### src/logic/lds_defines.svh
// Constants of the serial shift port of the LED driver.
// Overview of operation
// RULE_01: Shift clock rise shifts serial input in.
// RULE_02: Shifting accepted only while latch strobe low.
// RULE_03: Strobe rise captures last 16 bits.
// RULE_04: Serial output echoes input 16 clocks later.
// RULE_05: Serial output changes on shift clock rise.
// RULE_06: Serial output always driven, never released.
// RULE_07: Host keeps shift clock at most 10MHz.
// RULE_08: Display blanked after power-up until programmed.
// RULE_09: Strobe high freezes shift register and output.
`ifndef LDS_DEFINES_SVH
`define LDS_DEFINES_SVH

// Word and buffer geometry
`define LDS_WORD_W          16
`define LDS_FIFO_DEPTH      16
`define LDS_ADDR_LSB        8
`define LDS_DATA_LSB        0

// Reset values
`define LDS_SR_RST          16'h0000
`define LDS_SOUT_RST        1'b0
`define LDS_STROBE_RST      1'b1
`define LDS_BLANK_RST       1'b1

// Timing: reference clock rate and least shift clock period
`define LDS_REF_CLK_MHZ     200
`define LDS_SCL_MIN_PER_NS  100
`define LDS_SCL_MIN_CYC     ((`LDS_SCL_MIN_PER_NS * `LDS_REF_CLK_MHZ + 999) / 1000)
`define LDS_SYNC_JITTER     2
`define LDS_GAP_MIN         8'(`LDS_SCL_MIN_CYC - `LDS_SYNC_JITTER)
`define LDS_GAP_MAX         8'hff

`endif

### src/logic/lds_pkg.sv
// Types shared by the serial shift port modules.
`include "lds_defines.svh"
package lds_pkg;

    // Latched command word as passed to the driver core
    typedef struct packed {
        logic [7:0] addr;                 // Upper byte, register address
        logic [7:0] data;                 // Lower byte, register data
    } lds_cmd_s;

    // Sticky link status flags
    typedef struct packed {
        logic overflow;                   // Word latched while buffer full
        logic rate_err;                   // Shift clock edges closer than allowed
        logic short_frame;                // Fewer than 16 bits shifted in a frame
    } lds_stat_s;

    // Link phase, Gray coded along idle, shift, latch
    typedef enum logic [1:0] {
        ST_IDLE  = 2'b00,                 // Strobe high, link frozen
        ST_SHIFT = 2'b01,                 // Strobe low, bits accepted
        ST_LATCH = 2'b11                  // Strobe just rose, word captured
    } lds_state_e;

    typedef logic [4:0] lds_cnt_t;        // Bit counter, saturates at 16
    typedef logic [7:0] lds_gap_t;        // Reference cycles between clock edges

endpackage

### src/logic/lds_fifo.sv
// Flip-flop FIFO with valid and ready on both sides.
module lds_fifo #(
    parameter int WIDTH = 16,             // Word width
    parameter int DEPTH = 16              // Number of words
) (
    input  wire logic             clk,       // Reference clock
    input  wire logic             arst_n,    // Asynchronous reset, active low
    input  wire logic             in_valid,  // Word offered
    output logic                  in_ready,  // Room for a word
    input  wire logic [WIDTH-1:0] in_data,   // Word written
    output logic                  out_valid, // Word available
    input  wire logic             out_ready, // Drain takes the word
    output logic      [WIDTH-1:0] out_data   // Oldest word
);

    localparam int AW = $clog2(DEPTH);    // Index width
    localparam int CW = $clog2(DEPTH + 1); // Fill count width

    logic [WIDTH-1:0] mem_q [DEPTH];      // Storage
    logic [WIDTH-1:0] mem_d [DEPTH];      // Next storage
    logic [AW-1:0]    wr_q;               // Write index
    logic [AW-1:0]    wr_d;               // Next write index
    logic [AW-1:0]    rd_q;               // Read index
    logic [AW-1:0]    rd_d;               // Next read index
    logic [CW-1:0]    cnt_q;              // Fill count
    logic [CW-1:0]    cnt_d;              // Next fill count
    logic             push;               // Write this cycle
    logic             pop;                // Read this cycle

    assign in_ready  = (cnt_q != CW'(DEPTH));
    assign out_valid = (cnt_q != '0);
    assign push      = in_valid && in_ready;
    assign pop       = out_valid && out_ready;
    assign out_data  = mem_q[rd_q];

    // Next storage, indices and count
    always_comb
    begin
        mem_d = mem_q;
        wr_d  = wr_q;
        rd_d  = rd_q;
        cnt_d = cnt_q;
        if (push)
        begin
            mem_d[wr_q] = in_data;
            wr_d        = (wr_q == AW'(DEPTH - 1)) ? '0 : wr_q + 1'b1;
        end
        if (pop)
        begin
            rd_d = (rd_q == AW'(DEPTH - 1)) ? '0 : rd_q + 1'b1;
        end
        unique case ({push, pop})
            2'b10:   cnt_d = cnt_q + 1'b1; // Fill only
            2'b01:   cnt_d = cnt_q - 1'b1; // Drain only
            default: cnt_d = cnt_q;        // Both or neither
        endcase
    end

    // Registers of the FIFO
    always_ff @(posedge clk or negedge arst_n)
    begin
        if (!arst_n)
        begin
            for (int i = 0; i < DEPTH; i++)
            begin
                mem_q[i] <= '0;
            end
            wr_q  <= '0;
            rd_q  <= '0;
            cnt_q <= '0;
        end
        else
        begin
            mem_q <= mem_d;
            wr_q  <= wr_d;
            rd_q  <= rd_d;
            cnt_q <= cnt_d;
        end
    end

endmodule

### src/logic/lds_sync.sv
// Three-stage input synchroniser with agreement filter.
module lds_sync #(
    parameter logic RST_VAL = 1'b0        // Level held during reset
) (
    input  wire logic clk,                // Reference clock
    input  wire logic arst_n,             // Asynchronous reset, active low
    input  wire logic pin,                // Asynchronous input
    output logic      level               // Filtered synchronous level
);

    logic ff1_q;                          // First stage, read by second only
    logic ff2_q;                          // Second stage
    logic ff3_q;                          // Third stage
    logic lvl_q;                          // Accepted level
    logic lvl_d;                          // Next accepted level

    // A change counts once the second and third stage agree
    always_comb
    begin
        lvl_d = lvl_q;
        if (ff2_q == ff3_q)
        begin
            lvl_d = ff3_q;                // Stages agree, take it
        end
    end

    // Registers of the chain
    always_ff @(posedge clk or negedge arst_n)
    begin
        if (!arst_n)
        begin
            ff1_q <= RST_VAL;
            ff2_q <= RST_VAL;
            ff3_q <= RST_VAL;
            lvl_q <= RST_VAL;
        end
        else
        begin
            ff1_q <= pin;
            ff2_q <= ff1_q;
            ff3_q <= ff2_q;
            lvl_q <= lvl_d;
        end
    end

    assign level = lvl_q;

endmodule

### src/logic/lds_top.sv
// Serial shift port of the LED driver: shifter, echo, latch and command buffer.
`include "lds_defines.svh"
module lds_top (
    input  wire logic              REF_CLK,       // Reference clock, 200 MHz
    input  wire logic              ARST_N,        // Asynchronous reset, active low
    input  wire logic              SHIFT_CLK,     // Serial shift clock pin
    input  wire logic              SERIAL_IN,     // Serial data pin
    input  wire logic              LATCH_STROBE,  // Latch strobe pin
    output logic                   SERIAL_OUT,    // Chained serial data
    output logic                   SERIAL_OUT_OE, // Serial data drive enable
    output logic                   CMD_VALID,     // Command word available
    input  wire logic              CMD_READY,     // Core takes the word
    output lds_pkg::lds_cmd_s      CMD_WORD,      // Oldest command word
    output logic                   DISPLAY_BLANK, // Display held blank
    output lds_pkg::lds_stat_s     STATUS,        // Sticky link status
    input  wire logic              STATUS_CLR     // Clears all status flags
);

    // Synchronised pin levels
    logic                   scl_s;        // Shift clock level
    logic                   sin_s;        // Serial data level
    logic                   ld_s;         // Latch strobe level

    // Edge detection
    logic                   scl_prev_q;   // Shift clock one cycle ago
    logic                   ld_prev_q;    // Strobe one cycle ago
    logic                   scl_rise;     // Shift clock rising this cycle
    logic                   ld_rise;      // Strobe rising this cycle
    logic                   ld_fall;      // Strobe falling this cycle

    // Link phase
    lds_pkg::lds_state_e    state_q;      // Current phase
    lds_pkg::lds_state_e    state_d;      // Next phase

    // Shift path
    logic [`LDS_WORD_W-1:0] sr_q;         // Shift register
    logic [`LDS_WORD_W-1:0] sr_d;         // Next shift register
    logic                   sout_q;       // Serial output register
    logic                   sout_d;       // Next serial output
    lds_pkg::lds_cnt_t      bits_q;       // Bits shifted this frame
    lds_pkg::lds_cnt_t      bits_d;       // Next bit count

    // Shift clock rate watch
    lds_pkg::lds_gap_t      gap_q;        // Cycles since last rise
    lds_pkg::lds_gap_t      gap_d;        // Next gap count
    logic                   seen_q;       // A rise seen in this frame
    logic                   seen_d;       // Next seen flag

    // Status and display
    lds_pkg::lds_stat_s     stat_q;       // Sticky flags
    lds_pkg::lds_stat_s     stat_d;       // Next sticky flags
    lds_pkg::lds_stat_s     stat_set;     // Events this cycle
    logic                   blank_q;      // Display blank
    logic                   blank_d;      // Next display blank

    // Buffer ports
    logic                   push_valid;   // Word offered to buffer
    logic                   push_ready;   // Buffer has room
    lds_pkg::lds_cmd_s      push_word;    // Word offered
    logic                   pop_valid;    // Buffer holds a word
    lds_pkg::lds_cmd_s      pop_word;     // Oldest word
    logic                   pop_fire;     // Core takes a word now

    // Pin synchronisers
    lds_sync #(
        .RST_VAL (1'b0)
    ) u_sync_scl (
        .clk    (REF_CLK),
        .arst_n (ARST_N),
        .pin    (SHIFT_CLK),
        .level  (scl_s)
    );

    lds_sync #(
        .RST_VAL (1'b0)
    ) u_sync_sin (
        .clk    (REF_CLK),
        .arst_n (ARST_N),
        .pin    (SERIAL_IN),
        .level  (sin_s)
    );

    lds_sync #(
        .RST_VAL (`LDS_STROBE_RST)
    ) u_sync_ld (
        .clk    (REF_CLK),
        .arst_n (ARST_N),
        .pin    (LATCH_STROBE),
        .level  (ld_s)
    );

    // Edges of the filtered levels
    assign scl_rise = scl_s && !scl_prev_q;
    assign ld_rise  = ld_s && !ld_prev_q;
    assign ld_fall  = !ld_s && ld_prev_q;

    // Edge history registers
    always_ff @(posedge REF_CLK or negedge ARST_N)
    begin
        if (!ARST_N)
        begin
            scl_prev_q <= 1'b0;
            ld_prev_q  <= `LDS_STROBE_RST;
        end
        else
        begin
            scl_prev_q <= scl_s;
            ld_prev_q  <= ld_s;
        end
    end

    // Link phase sequencing
    always_comb
    begin
        state_d = state_q;
        unique case (state_q)
            lds_pkg::ST_IDLE:
            begin
                if (ld_fall)
                begin
                    state_d = lds_pkg::ST_SHIFT;   // Frame opens
                end
            end
            lds_pkg::ST_SHIFT:
            begin
                if (ld_rise)
                begin
                    state_d = lds_pkg::ST_LATCH;   // Frame closes [RULE_03]
                end
            end
            lds_pkg::ST_LATCH:
            begin
                state_d = lds_pkg::ST_IDLE;        // One cycle to hand over
            end
            default:
            begin
                state_d = lds_pkg::ST_IDLE;        // Illegal code recovers
            end
        endcase
    end

    // Link phase register
    always_ff @(posedge REF_CLK or negedge ARST_N)
    begin
        if (!ARST_N)
        begin
            state_q <= lds_pkg::ST_IDLE;
        end
        else
        begin
            state_q <= state_d;
        end
    end

    // Shift register, echo output and bit count
    always_comb
    begin
        sr_d   = sr_q;
        sout_d = sout_q;
        bits_d = bits_q;
        if (state_q == lds_pkg::ST_IDLE && ld_fall)
        begin
            bits_d = '0;                           // New frame, count anew
        end
        else if (state_q == lds_pkg::ST_SHIFT && !ld_s && scl_rise) // [RULE_02] [RULE_09]
        begin
            sr_d   = {sr_q[`LDS_WORD_W-2:0], sin_s}; // [RULE_01]
            sout_d = sr_q[`LDS_WORD_W-1];          // Bit from 16 edges back [RULE_04] [RULE_05]
            if (bits_q != 5'(`LDS_WORD_W))
            begin
                bits_d = bits_q + 1'b1;            // Saturate at a full word
            end
        end
    end

    // Shift path registers
    always_ff @(posedge REF_CLK or negedge ARST_N)
    begin
        if (!ARST_N)
        begin
            sr_q   <= `LDS_SR_RST;
            sout_q <= `LDS_SOUT_RST;
            bits_q <= '0;
        end
        else
        begin
            sr_q   <= sr_d;
            sout_q <= sout_d;
            bits_q <= bits_d;
        end
    end

    // Pin drive, enable held high at all times
    assign SERIAL_OUT    = sout_q;
    assign SERIAL_OUT_OE = 1'b1;                   // [RULE_06]

    // Gap between shift clock rises, checked against the least period
    always_comb
    begin
        gap_d  = gap_q;
        seen_d = seen_q;
        if (state_q != lds_pkg::ST_SHIFT)
        begin
            seen_d = 1'b0;                         // Rate judged inside a frame only
            gap_d  = '0;
        end
        else if (scl_rise)
        begin
            seen_d = 1'b1;
            gap_d  = '0;
        end
        else if (gap_q != `LDS_GAP_MAX)
        begin
            gap_d = gap_q + 1'b1;                  // Saturating count
        end
    end

    // Rate watch registers
    always_ff @(posedge REF_CLK or negedge ARST_N)
    begin
        if (!ARST_N)
        begin
            gap_q  <= '0;
            seen_q <= 1'b0;
        end
        else
        begin
            gap_q  <= gap_d;
            seen_q <= seen_d;
        end
    end

    // Word handed to the buffer in the cycle after the strobe rises
    assign push_valid = (state_q == lds_pkg::ST_LATCH);
    assign push_word  = lds_pkg::lds_cmd_s'(sr_q); // Last 16 bits shifted [RULE_03]

    // Events that raise status flags
    always_comb
    begin
        stat_set             = '0;
        stat_set.overflow    = push_valid && !push_ready;            // Word lost, buffer full
        stat_set.rate_err    = (state_q == lds_pkg::ST_SHIFT) && scl_rise
                               && seen_q && (gap_q < `LDS_GAP_MIN);  // [RULE_07]
        stat_set.short_frame = push_valid && (bits_q != 5'(`LDS_WORD_W));
    end

    // Status flags and display blank
    always_comb
    begin
        stat_d  = STATUS_CLR ? '0 : stat_q;
        stat_d  = stat_d | stat_set;               // Set wins over clear
        blank_d = blank_q;
        if (pop_fire)
        begin
            blank_d = 1'b0;                        // Core programmed [RULE_08]
        end
    end

    // Status and display registers
    always_ff @(posedge REF_CLK or negedge ARST_N)
    begin
        if (!ARST_N)
        begin
            stat_q  <= '0;
            blank_q <= `LDS_BLANK_RST;             // Blank from power-up [RULE_08]
        end
        else
        begin
            stat_q  <= stat_d;
            blank_q <= blank_d;
        end
    end

    // Command buffer between latch and driver core
    lds_fifo #(
        .WIDTH (`LDS_WORD_W),
        .DEPTH (`LDS_FIFO_DEPTH)
    ) u_fifo (
        .clk       (REF_CLK),
        .arst_n    (ARST_N),
        .in_valid  (push_valid),
        .in_ready  (push_ready),
        .in_data   (push_word),
        .out_valid (pop_valid),
        .out_ready (CMD_READY),
        .out_data  (pop_word)
    );

    // Core side of the buffer
    assign pop_fire      = pop_valid && CMD_READY;
    assign CMD_VALID     = pop_valid;
    assign CMD_WORD      = pop_word;
    assign DISPLAY_BLANK = blank_q;
    assign STATUS        = stat_q;

endmodule
### config.mk
export PLATFORM = sky130hd
export DESIGN_NAME = lds_top
export DESIGN_NICKNAME = d
export VERILOG_FILES = /design/src/logic/lds_pkg.sv /design/src/logic/lds_fifo.sv /design/src/logic/lds_sync.sv /design/src/logic/lds_top.sv
export VERILOG_INCLUDE_DIRS = /design/src /design/src/logic
export SDC_FILE = /design/constraint.sdc
export NUM_CORES = 1
export LEC_CHECK = 0
export BUFFER_PORTS_ARGS = -buffer_cell sky130_fd_sc_hd__clkbuf_2
export CAP_MARGIN = 20
export CORE_MARGIN = 5
export CORE_UTILIZATION = 50
export DETAILED_ROUTE_END_ITERATION = 7
export GPL_TIMING_DRIVEN = 0
export PLACE_DENSITY = 0.72
export SLEW_MARGIN = 40
export SYNTH_ARGS = -nofsm -noshare
export SYNTH_HDL_FRONTEND = slang
export SYNTH_SLANG_ARGS = --single-unit
### constraint.sdc
create_clock -name REF_CLK -period 3.25 [get_ports REF_CLK]
set_clock_uncertainty 0.1 [all_clocks]
set_input_delay 0.4875 -clock REF_CLK [delete_from_list [all_inputs] [get_ports REF_CLK]]
set_output_delay 0.4875 -clock REF_CLK [all_outputs]
set_load 0.01 [all_outputs]
# --- After elaboration in Yosys (flattened, before gate mapping) ---
# Index checks and enable logic that the tools add are counted.
word_totals:
  reg_bits: 320
classes:
  reduce_logical: 28
  n_addsub: 6
  n_eq_ne: 15
  n_bitwise: 4
  muxes: 21
  order_cmp: 4
ops:
  columns: ["cell", "count"]
  rows:
  - ["$bwmux 256", 1]
  - ["$bmux 16 s4", 1]
  - ["$demux 16 s4", 1]
  - ["$mux 16", 3]
  - ["$mux 8", 3]
  - ["$mux 5", 3]
  - ["$logic_and 1x1->1", 14]
  - ["$add 5x1->5 const B", 2]
  - ["$ge 5x5->1 const B", 2]
  - ["$ne 5x5->1 const B", 2]
  - ["$not 4->5", 2]
  - ["$pmux 5 s2", 1]
  - ["$add 4x1->4 const B", 2]
  - ["$add 8x1->8 const B", 1]
  - ["$eq 4x4->1 const B", 2]
  - ["$lt 8x5->1 const B", 1]
  - ["$mux 4", 2]
  - ["$ne 8x8->1 const B", 1]
  - ["$reduce_bool 2->1", 4]
  - ["$reduce_and 2->1", 3]
  - ["$lt 5x1->1 const B", 1]
  - ["$reduce_bool 5->1", 1]
  - ["$sub 5x1->5 const B", 1]
  - ["$eq 2x1->1 const B", 2]
  - ["13 further kinds", 22]

# --- Logic depth before layout (Yosys ltp) ---
# Gate-level depths: netlist (run 1).
logic_depth:
  ltp_word: 6
  depth_mapped: 11
  depth_no_buf: 11

# --- By module ---
# Synthesis (run 1) repeated with hierarchy kept, for this count alone.
unflattened:
  hier_cells: 966
  area_unflattened_um2: 15327.2
by_module_without_submodules:
  columns: ["mod", "area_per_inst_um2", "cells_per_inst", "n_inst"]
  rows:
  - ["lds_fifo", 13195.2, 812, 1]
  - ["lds_top", 1793.0, 139, 1]
  - ["lds_sync (u_sync_scl ...)", 111.4, 5, 2]
  - ["lds_sync (u_sync_ld)", 116.4, 5, 1]

# --- Worst setup path after synthesis (run 1) ---
# Ideal clock, no wire load.
synth_path:
  path_type: "reg-to-reg"
  startpoint: "register u_fifo.cnt_q[1]"
  endpoint: "register u_fifo.cnt_q[4]"
  arrival_ns: 2.625
  path_stages_with_launch: 12
  setup_time_ns: 0.127
  path_slack_ns: 0.398
  cell_sequence: "dfrtp_1 > nor4_4 > a21oi_1 > inv_1 > ha_1 > inv_1 > fa_1 > nor2b_1 > o21ai_0 > nand3_1 > or3b_2 > xnor2_1"
synth_via:
  elab_chain_cells: 4
synth_lines:
  columns: ["element", "line_no", "rtl"]
  rows:
  - ["start: declaration", "lds_fifo.sv:25", "logic [CW-1:0] cnt_q;"]
  - ["start signal: assignment", "lds_fifo.sv:77", "cnt_q <= cnt_d;"]
  - ["branches (longest 4 deep; another with $sub 5x1->5)", null, null]
# Several ways; the timed one is not identified.
# A chain may end at the register's enable or synchronous reset.

==> results of run 1 <==
## power groups by stage
stage	logic (W)	clock network (W)	registers, W
floorplan	0.00190	0	0.00454
global placement	0.00267	0	0.00461
detailed placement	0.00273	0	0.00462
CTS	0.00283	0.00387	0.00455
global route	0.00315	0.00403	0.00460
finish	0.00290	0.00379	0.00455
## placed cells by master, fill, tap and decap left out, types with 15 or more instances in the layout
| master | instances |
|---|---|
| o21ai_0 | 27 |
| clkbuf_1 | 32 |
| clkbuf_2 | 29 |
| mux4_2 | 48 |
| buf_6 | 21 |
| dfrtp_1 | 314 |
| nor2_1 | 15 |
| a221o_1 | 16 |
| inv_1 | 34 |
| nand2_1 | 22 |
| clkbuf_16 | 34 |
| nor2b_1 | 19 |
| mux2_2 | 306 |
## cell families after synthesis
family | Yosys count | share of synthesized area
buffers and inverters | 97 | 0.03503
and+or+nand+nor | 106 | 0.04768
AOI/OAI and AO/OA | 78 | 0.03760
other | 1 | 0.0002561
muxes | 356 | 0.3106
xor gates and xnor gates | 13 | 0.007776
DFF | 320 | 0.5474
adders and majority gates | 16 | 0.01367
## worst max path at each step
stage                                      startpoint                       endpoint
after floorplan           u_fifo.cnt_q[1]$_DFFE_PN0P_    u_fifo.cnt_q[4]$_DFFE_PN0P_
after global placement                         ARST_N  u_fifo.mem_q[201]$_DFFE_PN0P_
after detailed placement                    CMD_READY    u_fifo.cnt_q[4]$_DFFE_PN0P_
after CTS                  u_fifo.rd_q[0]$_DFFE_PN0P_                    CMD_WORD[8]
after global routing       u_fifo.rd_q[1]$_DFFE_PN0P_                    CMD_WORD[5]
final                      u_fifo.rd_q[1]$_DFFE_PN0P_                   CMD_WORD[15]
## critical path, delay by kind of cell (launching register included)
kind	cells	cell delay, ns
AOI/OAI and AO/OA	3	0.90
buffers and inverters	2	0.46
muxes	1	0.39
DFF	1	0.37
## per-layer routing
metal / vias to the layer above / track usage / wire [um]
li1: 3752 / - / -
met1: 4404 / 0.2731 / 13940
met2: 133 / 0.3048 / 14480
met3: 45 / 0.02674 / 1300
met4: 0 / 0.05044 / 649
met5: - / 0 / 0
## state kept, by name, indices dropped and copies added, names as in the netlist, 2 cells and up
signal	count
u_fifo.wr_q	4
gap_q	8
STATUS	3
u_fifo.cnt_q	5
bits_q	5
u_fifo.rd_q	4
u_fifo.mem_q	256
push_word	16
state_q	2
## metrics by stage
step / utilization / setup slack (ns) / setup TNS [ns] / cells
2_1_floorplan: - / 0.3984 / 0 / 987
3_3_place_gp: 0.5303 / -5.277 / -1659.51 / 1399
3_5_place_dp: 0.5356 / -0.002841 / -0.002841 / 1404
4_1_cts: 0.5775 / -0.02148 / -0.06305 / 1468
5_1_grt: 0.5808 / -0.03148 / -0.1080 / 1469
6_report: 0.5808 / 0.03275 / 0 / 1469
## timing repair
item                                    4_1_cts  5_1_grt
gates resized for setup                      21       23
hold endpoints to repair                    136        0
endpoints found under the setup margin       17       16
setup buffers                                 0        1
pin swaps                                     0        1
hold buffers                                  4        0
## layout make-up
type                            count  area [um2]  area share
Buffer                             63       456.7     0.02732
Clock buffer                       48       963.4     0.05764
Clock inverter                     12       131.4    0.007860
Inverter                           34       127.6    0.007635
Multi-Input combinational cell    570        6206      0.3713
Sequential cell                   320        8015      0.4795
Tap cell                          384       480.5     0.02874
Timing Repair Buffer               38       334.1     0.01999
==> reports/results.tsv, run 1 <==
metric	value	unit
vias in the first global route	8978	
synth unique cells	54	
RR Endpoint	u_fifo.cnt_q[4]$_DFFE_PN0P_	
clk buf depth	3	
leakage	7.922	nW
# clock sinks	320	
Peak VDD IR	0.3688	mV
Cell Rows	62	
total global-route track usage	0.1893	
share of the synthesized area in the top cell type	0.5366	
net count after synthesis	1007	
Final min period	3.217	ns
max_cap viols	0	
# IOs	30	
max frequency	0.3108	GHz
Tcrit/Tclk final	0.9899	
Die H	181.1	um
worst-skew pair later-pin latency	0.52	ns
vias per cell	5.673	
Switching Share	0.3133	
first-pass GRT wire length	50.34	mm
RSZ-0062 raised after global routing	yes	
Crit Reg-Reg Startpoint	u_fifo.cnt_q[0]$_DFFE_PN0P_	
antenna-violating nets left	0	
cts bufs inserted	34	
dpl cell area	0.01542	mm2
n_diodes	0	
startpoint types	register	
clk root buf	clkbuf_16	
gr ovfl total	0	
power density cells	672.5	mW/mm2
port bufs	28	
status	complete, no violations	
FILL cells	2180	
most common library cells after synthesis	dfrtp_1 (314), mux2_2 (306), mux4_2 (48)	
clock share of power	0.337	
Worst Path Required	2.66	ns
clk slew on worst S/H paths	0.06	ns
largest cells by area after synthesis	dfrtp_1 (54%), mux2_2 (24%), mux4_2 (7.4%), a221o_1 (1.1%), dfstp_2 (1.1%)	
htree depth	2	
die width	181.1	um
Arrival @ worst endpoint	2.63	ns
asr flop ratio synth	1.000	
Netlist Area Pre-Place	0.01464	mm2
Hold WS	0.1175	ns
layout cell share with drive strength beyond 1	0.4839	
worst-path fanout max	10	
Final Hold Vio Count	0	
Int Power	0.007720	W
number of remaining DRC errors	0	
Cells after Synth	987	
Post-synth EDFFs	0	
initial antenna violation count	0	
TritonCTS clock tree	built	
Yosys reg bits	320	
most numerous cell in the Yosys netlist	dfrtp_1	
gpl congestion	0.8274	
DR pass1 iterations	4	
cell depth of the worst flop-to-flop path	9	
Total Power	0.01124	W
Routed wire per std cell	20.67	um
WHS Endpoint	STATUS[1]$_DFF_PN0_	
Switch Pwr	0.003521	W
Seq/Total Area, Yosys	0.5474	
CP peak stage delay	0.42	ns
Tightest Hold Check Type	in -> reg	
ys flop type	dfrtp_1	
Combinational Power Share	0.258	
drt total wl	30.37	mm
part of the power in registers	0.405	
die area	0.03281	mm2
crit path cell chain	buf_2 > mux2_2 > o221ai_1 > o21ai_0 > a221o_1 > clkbuf_2	
via count	8334	
Core Region	0.02878	mm2
hold depth	2	
Slew @ Worst Pin	0.6441	ns
hold_sp	STATUS_CLR	
initial core utilization	0.5088	
R2R Setup Slk	0.22	ns
slowest stage cell, crit path	a221o_1	
Ys Warns	0	
count of final max-slew check failures	0	
Setup-failing EPs final	0	
initial DRC count	437	
headroom to the max-slew limit	0.5692	
CP Class	reg -> out	
CP Capture Type	output pin	
leading area contributor after synthesis	dfrtp_1	
DPL Wire Length	20.88	mm
nets@finish	1081	
post-route cell area	0.01671	mm2
syn_area_per_cell	14.84	um2
largest net degree at the start of global routing	71	
area growth from synthesis to layout	14.15	%
(Power assumes the default switching activity.)
==> inputs of run 2 (changes only) <==
Settings changed: CTS_BUF_LIST from default to sky130_fd_sc_hd__clkbuf_2 sky130_fd_sc_hd__clkbuf_4 sky130_fd_sc_hd__clkbuf_8.
==> run 2 against run 1 <==
Compared with the run above:
- count of clock-buffer cells in the layout grew 32
- sequential power is essentially flat
- routed wire length grew 0.54%
- cell area grew 0.48%
- die area is the same
- clock power shrank 4%
- non-clock buffer count shrank 1
- critical path type unchanged
- largest power group unchanged
- highest routed layer unchanged
==> reports/results.tsv, run 2 (same netlist as run 1, synthesis figures left out) <==
metric	value	unit	change
initial antenna violation count	0		unchanged
drt total wl	30.53	mm	+0.54%
TritonCTS clock tree	built		
vias in the first global route	9154		+2.0%
number of remaining DRC errors	0		unchanged
setup ws final	0.06080	ns	+0.02805 ns
die area	0.03281	mm2	unchanged
via count	8365		+0.37%
initial DRC count	449		+2.7%
Core Region	0.02878	mm2	unchanged
n_diodes	0		unchanged
first-pass GRT wire length	50.64	mm	+0.60%
cts bufs inserted	51		+50%
pre-CTS setup slack	-0.002841	ns	unchanged
Final Hold Vio Count	0		unchanged
count of final max-slew check failures	0		unchanged
Tightest Hold Check Type	in -> reg		
port bufs	28		unchanged
# clock sinks	320		unchanged
status	complete, no violations		
Slew @ Worst Pin	0.6063	ns	-0.03776 ns
Final min period	3.189	ns	-0.02805 ns
Top reg by flops	u_fifo.mem_q		
clk root buf	clkbuf_8		
CP Capture Type	output pin		
clk slew on worst S/H paths	0.06	ns	about the same
Total Power	0.01120	W	-0.39%
worst-skew pair later-pin latency	0.58	ns	+0.06 ns
initial core utilization	0.5088		unchanged
worst-path fanout max	10		unchanged
DR pass1 iterations	4		unchanged
DPL Wire Length	20.88	mm	unchanged
htree depth	2		unchanged
slowest stage cell, crit path	dfrtp_1		
Cell Rows	62		unchanged
dpl cell area	0.01542	mm2	unchanged
final setup TNS	0	ns	unchanged
Util after Layout	0.5836		+0.002782
Peak VDD IR	0.2617	mV	-29%
post-route cell area	0.01679	mm2	+0.48%
area growth from synthesis to layout	14.70	%	
# IOs	30		unchanged
crit path cell chain	clkbuf_4 > mux2_2 > o221ai_1 > o21ai_0 > a221o_1 > clkbuf_2		
vias per cell	5.599		-1.3%
leakage	7.991	nW	+0.87%
CP peak stage delay	0.39	ns	-0.03 ns
Routed wire per std cell	20.44	um	-1.1%
Setup-failing EPs final	0		unchanged
die width	181.1	um	unchanged
largest net degree at the start of global routing	71		unchanged
commonest non-fill, non-tap cell in the layout	dfrtp_1		
layout cell share with drive strength beyond 1	0.5072		+0.02334
startpoint types	register		
max frequency	0.3136	GHz	+0.88%
total global-route track usage	0.1901		+0.0008294
antenna-violating nets left	0		unchanged
CP bufs+invs	2		unchanged
Tcrit/Tclk final	0.9813		-0.008630
most frequent cells in the layout	dfrtp_1 (314), mux2_2 (306), clkbuf_8 (71)		
gr ovfl total	0		unchanged
max reg flops	256		unchanged
combined area of the multi-input logic cells	0.006240	mm2	+0.54%
Sequential cell area	0.008015	mm2	unchanged
Arrival @ worst endpoint	2.60	ns	-0.03 ns
CP Class	reg -> out		
power density cells	666.7	mW/mm2	-0.87%
Top delay family on crit path	compound AO/OA/AOI/OAI gates		
gpl congestion	0.8274		unchanged
nets@finish	1097		+1.5%
FILL cells	2203		+1.1%
Die H	181.1	um	unchanged
max_cap viols	0		unchanged
Worst Path Required	2.66	ns	about the same
headroom to the max-slew limit	0.5945		+0.02526
clk buf depth	3		unchanged
[run 2: routing by layer]
metal  routed length, um  part of all wire  vias to the layer above  GRT usage
li1                    -                 -                     3787          -
met1               14200              0.47                     4400     0.2734
met2               14390              0.47                      132     0.3035
met3                1230             0.040                       46    0.02936
met4                 714             0.023                        0    0.05434
met5                   0                 0                        -          0
[run 2: layout make-up]
type | count | share of cell area
Sequential cell | 320 | 0.4772
Multi-Input combinational cell | 570 | 0.3715
Clock buffer | 80 | 0.06146
Buffer | 62 | 0.03002
Tap cell | 384 | 0.02861
Timing Repair Buffer | 38 | 0.01989
Inverter | 34 | 0.007599
Clock inverter | 6 | 0.003650
[run 2: what timing repair did]
item,4_1_cts,5_1_grt
pin swaps,0,1
gates resized for setup,38,22
cloned,0,0
setup endpoints to repair,17,13
hold buffers,4,0
hold endpoints to repair,136,0
setup buffers,0,1
[run 2: final timing paths]
kind / slack (ns) / startpoint / depth (start not counted) / endpoint
hold reg to reg: 0.25 / u_sync_sin.ff1_q$_DFF_PN0_ / 0 / u_sync_sin.ff2_q$_DFF_PN0_
setup reg to reg: 0.24 / u_fifo.cnt_q[2]$_DFFE_PN0P_ / 9 / u_fifo.cnt_q[4]$_DFFE_PN0P_
hold / removal: 0.04 / STATUS_CLR / 2 / STATUS[1]$_DFF_PN0_
max in group asynchronous: 1.62 / ARST_N / 5 / u_fifo.mem_q[216]$_DFFE_PN0P_
setup / recovery: 0.06 / u_fifo.rd_q[1]$_DFFE_PN0P_ / 6 / CMD_WORD[0]
min in group asynchronous: 0.20 / ARST_N / 2 / STATUS[1]$_DFF_PN0_
[run 2: through the flow]
step / hold slack (ns) / instances
global placement: 0.2322 / 1399
CTS: 0.01325 / 1494
detailed placement: 0.2228 / 1404
global route: 0.01049 / 1494
finish: 0.04056 / 1494
floorplan: 0.09191 / 987
[run 2: power breakdown]
part	total, W	switching (W)	internal, W
clock network	0.00363	0.00155	0.00208
registers	0.00456	0.000285	0.00427
logic	0.00300	0.00171	0.00129
==> inputs of run 3 (changes only) <==
Settings changed: CORE_UTILIZATION 50 to 40, PLACE_DENSITY 0.72 to 0.61.
==> run 3 against run 2 <==
Compared with the run above:
- non-clock buffer count rose by 6
- sequential share of layout area fell by 0.94 points
- final cell count rose by 6.8%
- register-to-register slack barely moved
- clock power rose by 5.8%
- first-iteration DRC count fell by 30%
- routed wire length rose by 3.6%
- utilization fell by 11 points
- sequential cell count did not move
- total power rose by 3.6%
- critical path depth did not move
- critical path type unchanged
- critical endpoint is now CMD_WORD[15]
- largest cell class unchanged
==> reports/results.tsv, run 3 (same netlist as run 1, synthesis figures left out) <==
metric	value	unit	change
status	complete, no violations		
Int Power	0.007910	W	+3.4%
final cell count without fillers	1595		+6.8%
die width	201.3	um	+11%
vias per cell	5.218		-6.8%
clk slew on worst S/H paths	0.06	ns	about the same
Top delay family on crit path	compound AO/OA/AOI/OAI gates		
TritonCTS clock tree	built		
hold_sp	u_sync_sin.ff1_q$_DFF_PN0_		
max_cap viols	0		unchanged
setup ws final	0.08083	ns	+0.02003 ns
CP peak stage delay	0.42	ns	+0.03 ns
cts bufs inserted	53		+3.9%
Switch Pwr	0.003686	W	+3.9%
drt total wl	31.64	mm	+3.6%
antenna-violating nets left	0		unchanged
Final min period	3.169	ns	-0.02003 ns
placed cell count	1488		+6.0%
worst-path fanout max	10		unchanged
gr ovfl total	0		unchanged
cell depth of the worst flop-to-flop path	11		+2
layout cell share with drive strength beyond 1	0.5164		+0.009208
Core Region	0.03635	mm2	+26%
clk root buf	clkbuf_8		
clk buf depth	3		unchanged
Setup-failing EPs final	0		unchanged
hold depth	0		-2
initial core utilization	0.4029		-0.1059
port bufs	28		unchanged
initial DRC count	316		-30%
RSZ-0062 raised after global routing	yes		
Worst Path Required	2.66	ns	about the same
power density cells	676.9	mW/mm2	+1.5%
Top reg by flops	u_fifo.mem_q		
RR Endpoint	u_fifo.cnt_q[4]$_DFFE_PN0P_		
Cell Rows	70		+13%
n_diodes	0		unchanged
startpoint types	register		
most frequent cells in the layout	dfrtp_1 (314), mux2_2 (306), clkbuf_8 (74)		
DPL Wire Length	21.84	mm	+4.6%
# clock sinks	320		unchanged
max frequency	0.3155	GHz	+0.63%
first-pass GRT wire length	51.94	mm	+2.6%
# IOs	30		unchanged
max reg flops	256		unchanged
total global-route track usage	0.1585		-0.03167
htree depth	2		unchanged
Final Hold Vio Count	0		unchanged
CP Class	reg -> out		
FILL cells	3171		+44%
Tcrit/Tclk final	0.9751		-0.006162
gpl congestion	0.8098		-2.1%
Slew @ Worst Pin	0.7026	ns	+0.09631 ns
via count	8322		-0.51%
CP Capture Type	output pin		
slowest stage cell, crit path	a221o_1		
worst-skew pair later-pin latency	0.59	ns	about the same
part of the power in registers	0.395		-0.012
largest net degree at the start of global routing	67		-5.6%
Peak VDD IR	0.2795	mV	+6.8%
clock share of power	0.331		+0.006
Combinational Power Share	0.274		+0.006
leakage	8.104	nW	+1.4%
initial antenna violation count	0		unchanged
Die H	201.3	um	+11%
Arrival @ worst endpoint	2.58	ns	-0.02 ns
Tightest Hold Check Type	reg -> reg		
number of remaining DRC errors	0		unchanged
Switching Share	0.3179		+0.0008930
WHS Endpoint	u_sync_sin.ff2_q$_DFF_PN0_		
count of final max-slew check failures	0		unchanged
pre-CTS setup slack	-0.05160	ns	-0.04876 ns
nets@finish	1105		+0.73%
crit path cell chain	clkbuf_4 > mux2_2 > o221ai_1 > o21ai_0 > a221o_1 > clkbuf_2		
headroom to the max-slew limit	0.5273		-0.06722
DR pass1 iterations	4		unchanged
Routed wire per std cell	19.84	um	-2.9%
Crit Reg-Reg Startpoint	u_fifo.cnt_q[0]$_DFFE_PN0P_		
commonest non-fill, non-tap cell in the layout	dfrtp_1		
area growth from synthesis to layout	17.00	%	
die area	0.04053	mm2	+24%
vias in the first global route	9019		-1.5%
CP bufs+invs	2		unchanged
R2R Setup Slk	0.24	ns	about the same
-- run 3: how the worst max path moves through the flow --
stage / startpoint / endpoint / slack, ns / cells after the start
floorplan: u_fifo.cnt_q[1]$_DFFE_PN0P_ / u_fifo.cnt_q[4]$_DFFE_PN0P_ / 0.40 / 11
global placement: ARST_N / u_fifo.mem_q[10]$_DFFE_PN0P_ / -5.51 / 1
detailed placement: u_fifo.rd_q[1]$_DFFE_PN0P_ / CMD_WORD[7] / -0.05 / 7
CTS: u_fifo.rd_q[0]$_DFFE_PN0P_ / CMD_WORD[5] / 0.01 / 7
global route: u_fifo.rd_q[1]$_DFFE_PN0P_ / CMD_WORD[15] / -0.02 / 6
finish: u_fifo.rd_q[1]$_DFFE_PN0P_ / CMD_WORD[15] / 0.08 / 6
-- run 3: timing repair --
item | CTS | global route
resized for setup | 53 | 19
cloned | 0 | 1
hold endpoints to repair | 59 | 0
pin swaps | 1 | 2
setup endpoints to repair | 16 | 13
buffers inserted | 3 | 3
hold buffers | 5 | 0
-- run 3: area by class of cell --
class | instances | area, um2 | area share
plain buffers | 61 | 526.8 | 0.03075
clock buffers | 88 | 1111 | 0.06485
clock inverters | 9 | 72.57 | 0.004236
inverters | 34 | 127.6 | 0.007449
multi-input cells | 570 | 6287 | 0.3670
flip-flops and latches | 320 | 8015 | 0.4678
well taps | 468 | 585.6 | 0.03418
repair buffers | 45 | 406.6 | 0.02373
-- run 3: per-stage QoR --
step,util,instance area [um2],hold slack (ns),power (W),setup TNS [ns]
detailed placement,0.4271,15520,0.2347,0.007411,-0.1146
floorplan,-,14640,0.09191,0.006439,0
finish,0.4714,17130,0.2508,0.01160,0
global placement,0.4228,15370,0.2368,0.007349,-1734.47
CTS,0.4673,16980,0.2537,0.01159,0
global route,0.4714,17130,0.2581,0.01223,-0.03298
-- run 3: worst register-to-register path, stage by stage (launching register included) --
cell	delay, ns
dfrtp_1	0.45
nor4_4	0.09
buf_4	0.14
a21boi_2	0.40
ha_1	0.32
inv_1	0.11
fa_1	0.40
nor2b_1	0.11
o21ai_0	0.10
nand3_1	0.09
or3b_2	0.45
xnor2_1	0.13
-- run 3: power groups by stage --
stage               logic (W)  registers [W]  clock network, W
floorplan             0.00190        0.00454                 0
global placement      0.00273        0.00462                 0
detailed placement    0.00279        0.00462                 0
CTS                   0.00306        0.00456           0.00396
global route          0.00345        0.00463           0.00414
finish                0.00317        0.00458           0.00384
-- run 3: metal layers --
layer  part of all wire  routed length (um)  vias up  track usage
met4              0.020                 630        0      0.04272
met5                  0                   0        -            0
met3              0.030                 938       48      0.02643
li1                   -                   -     3812            -
met1               0.48               15140     4375       0.2231
met2               0.47               14940       87       0.2569
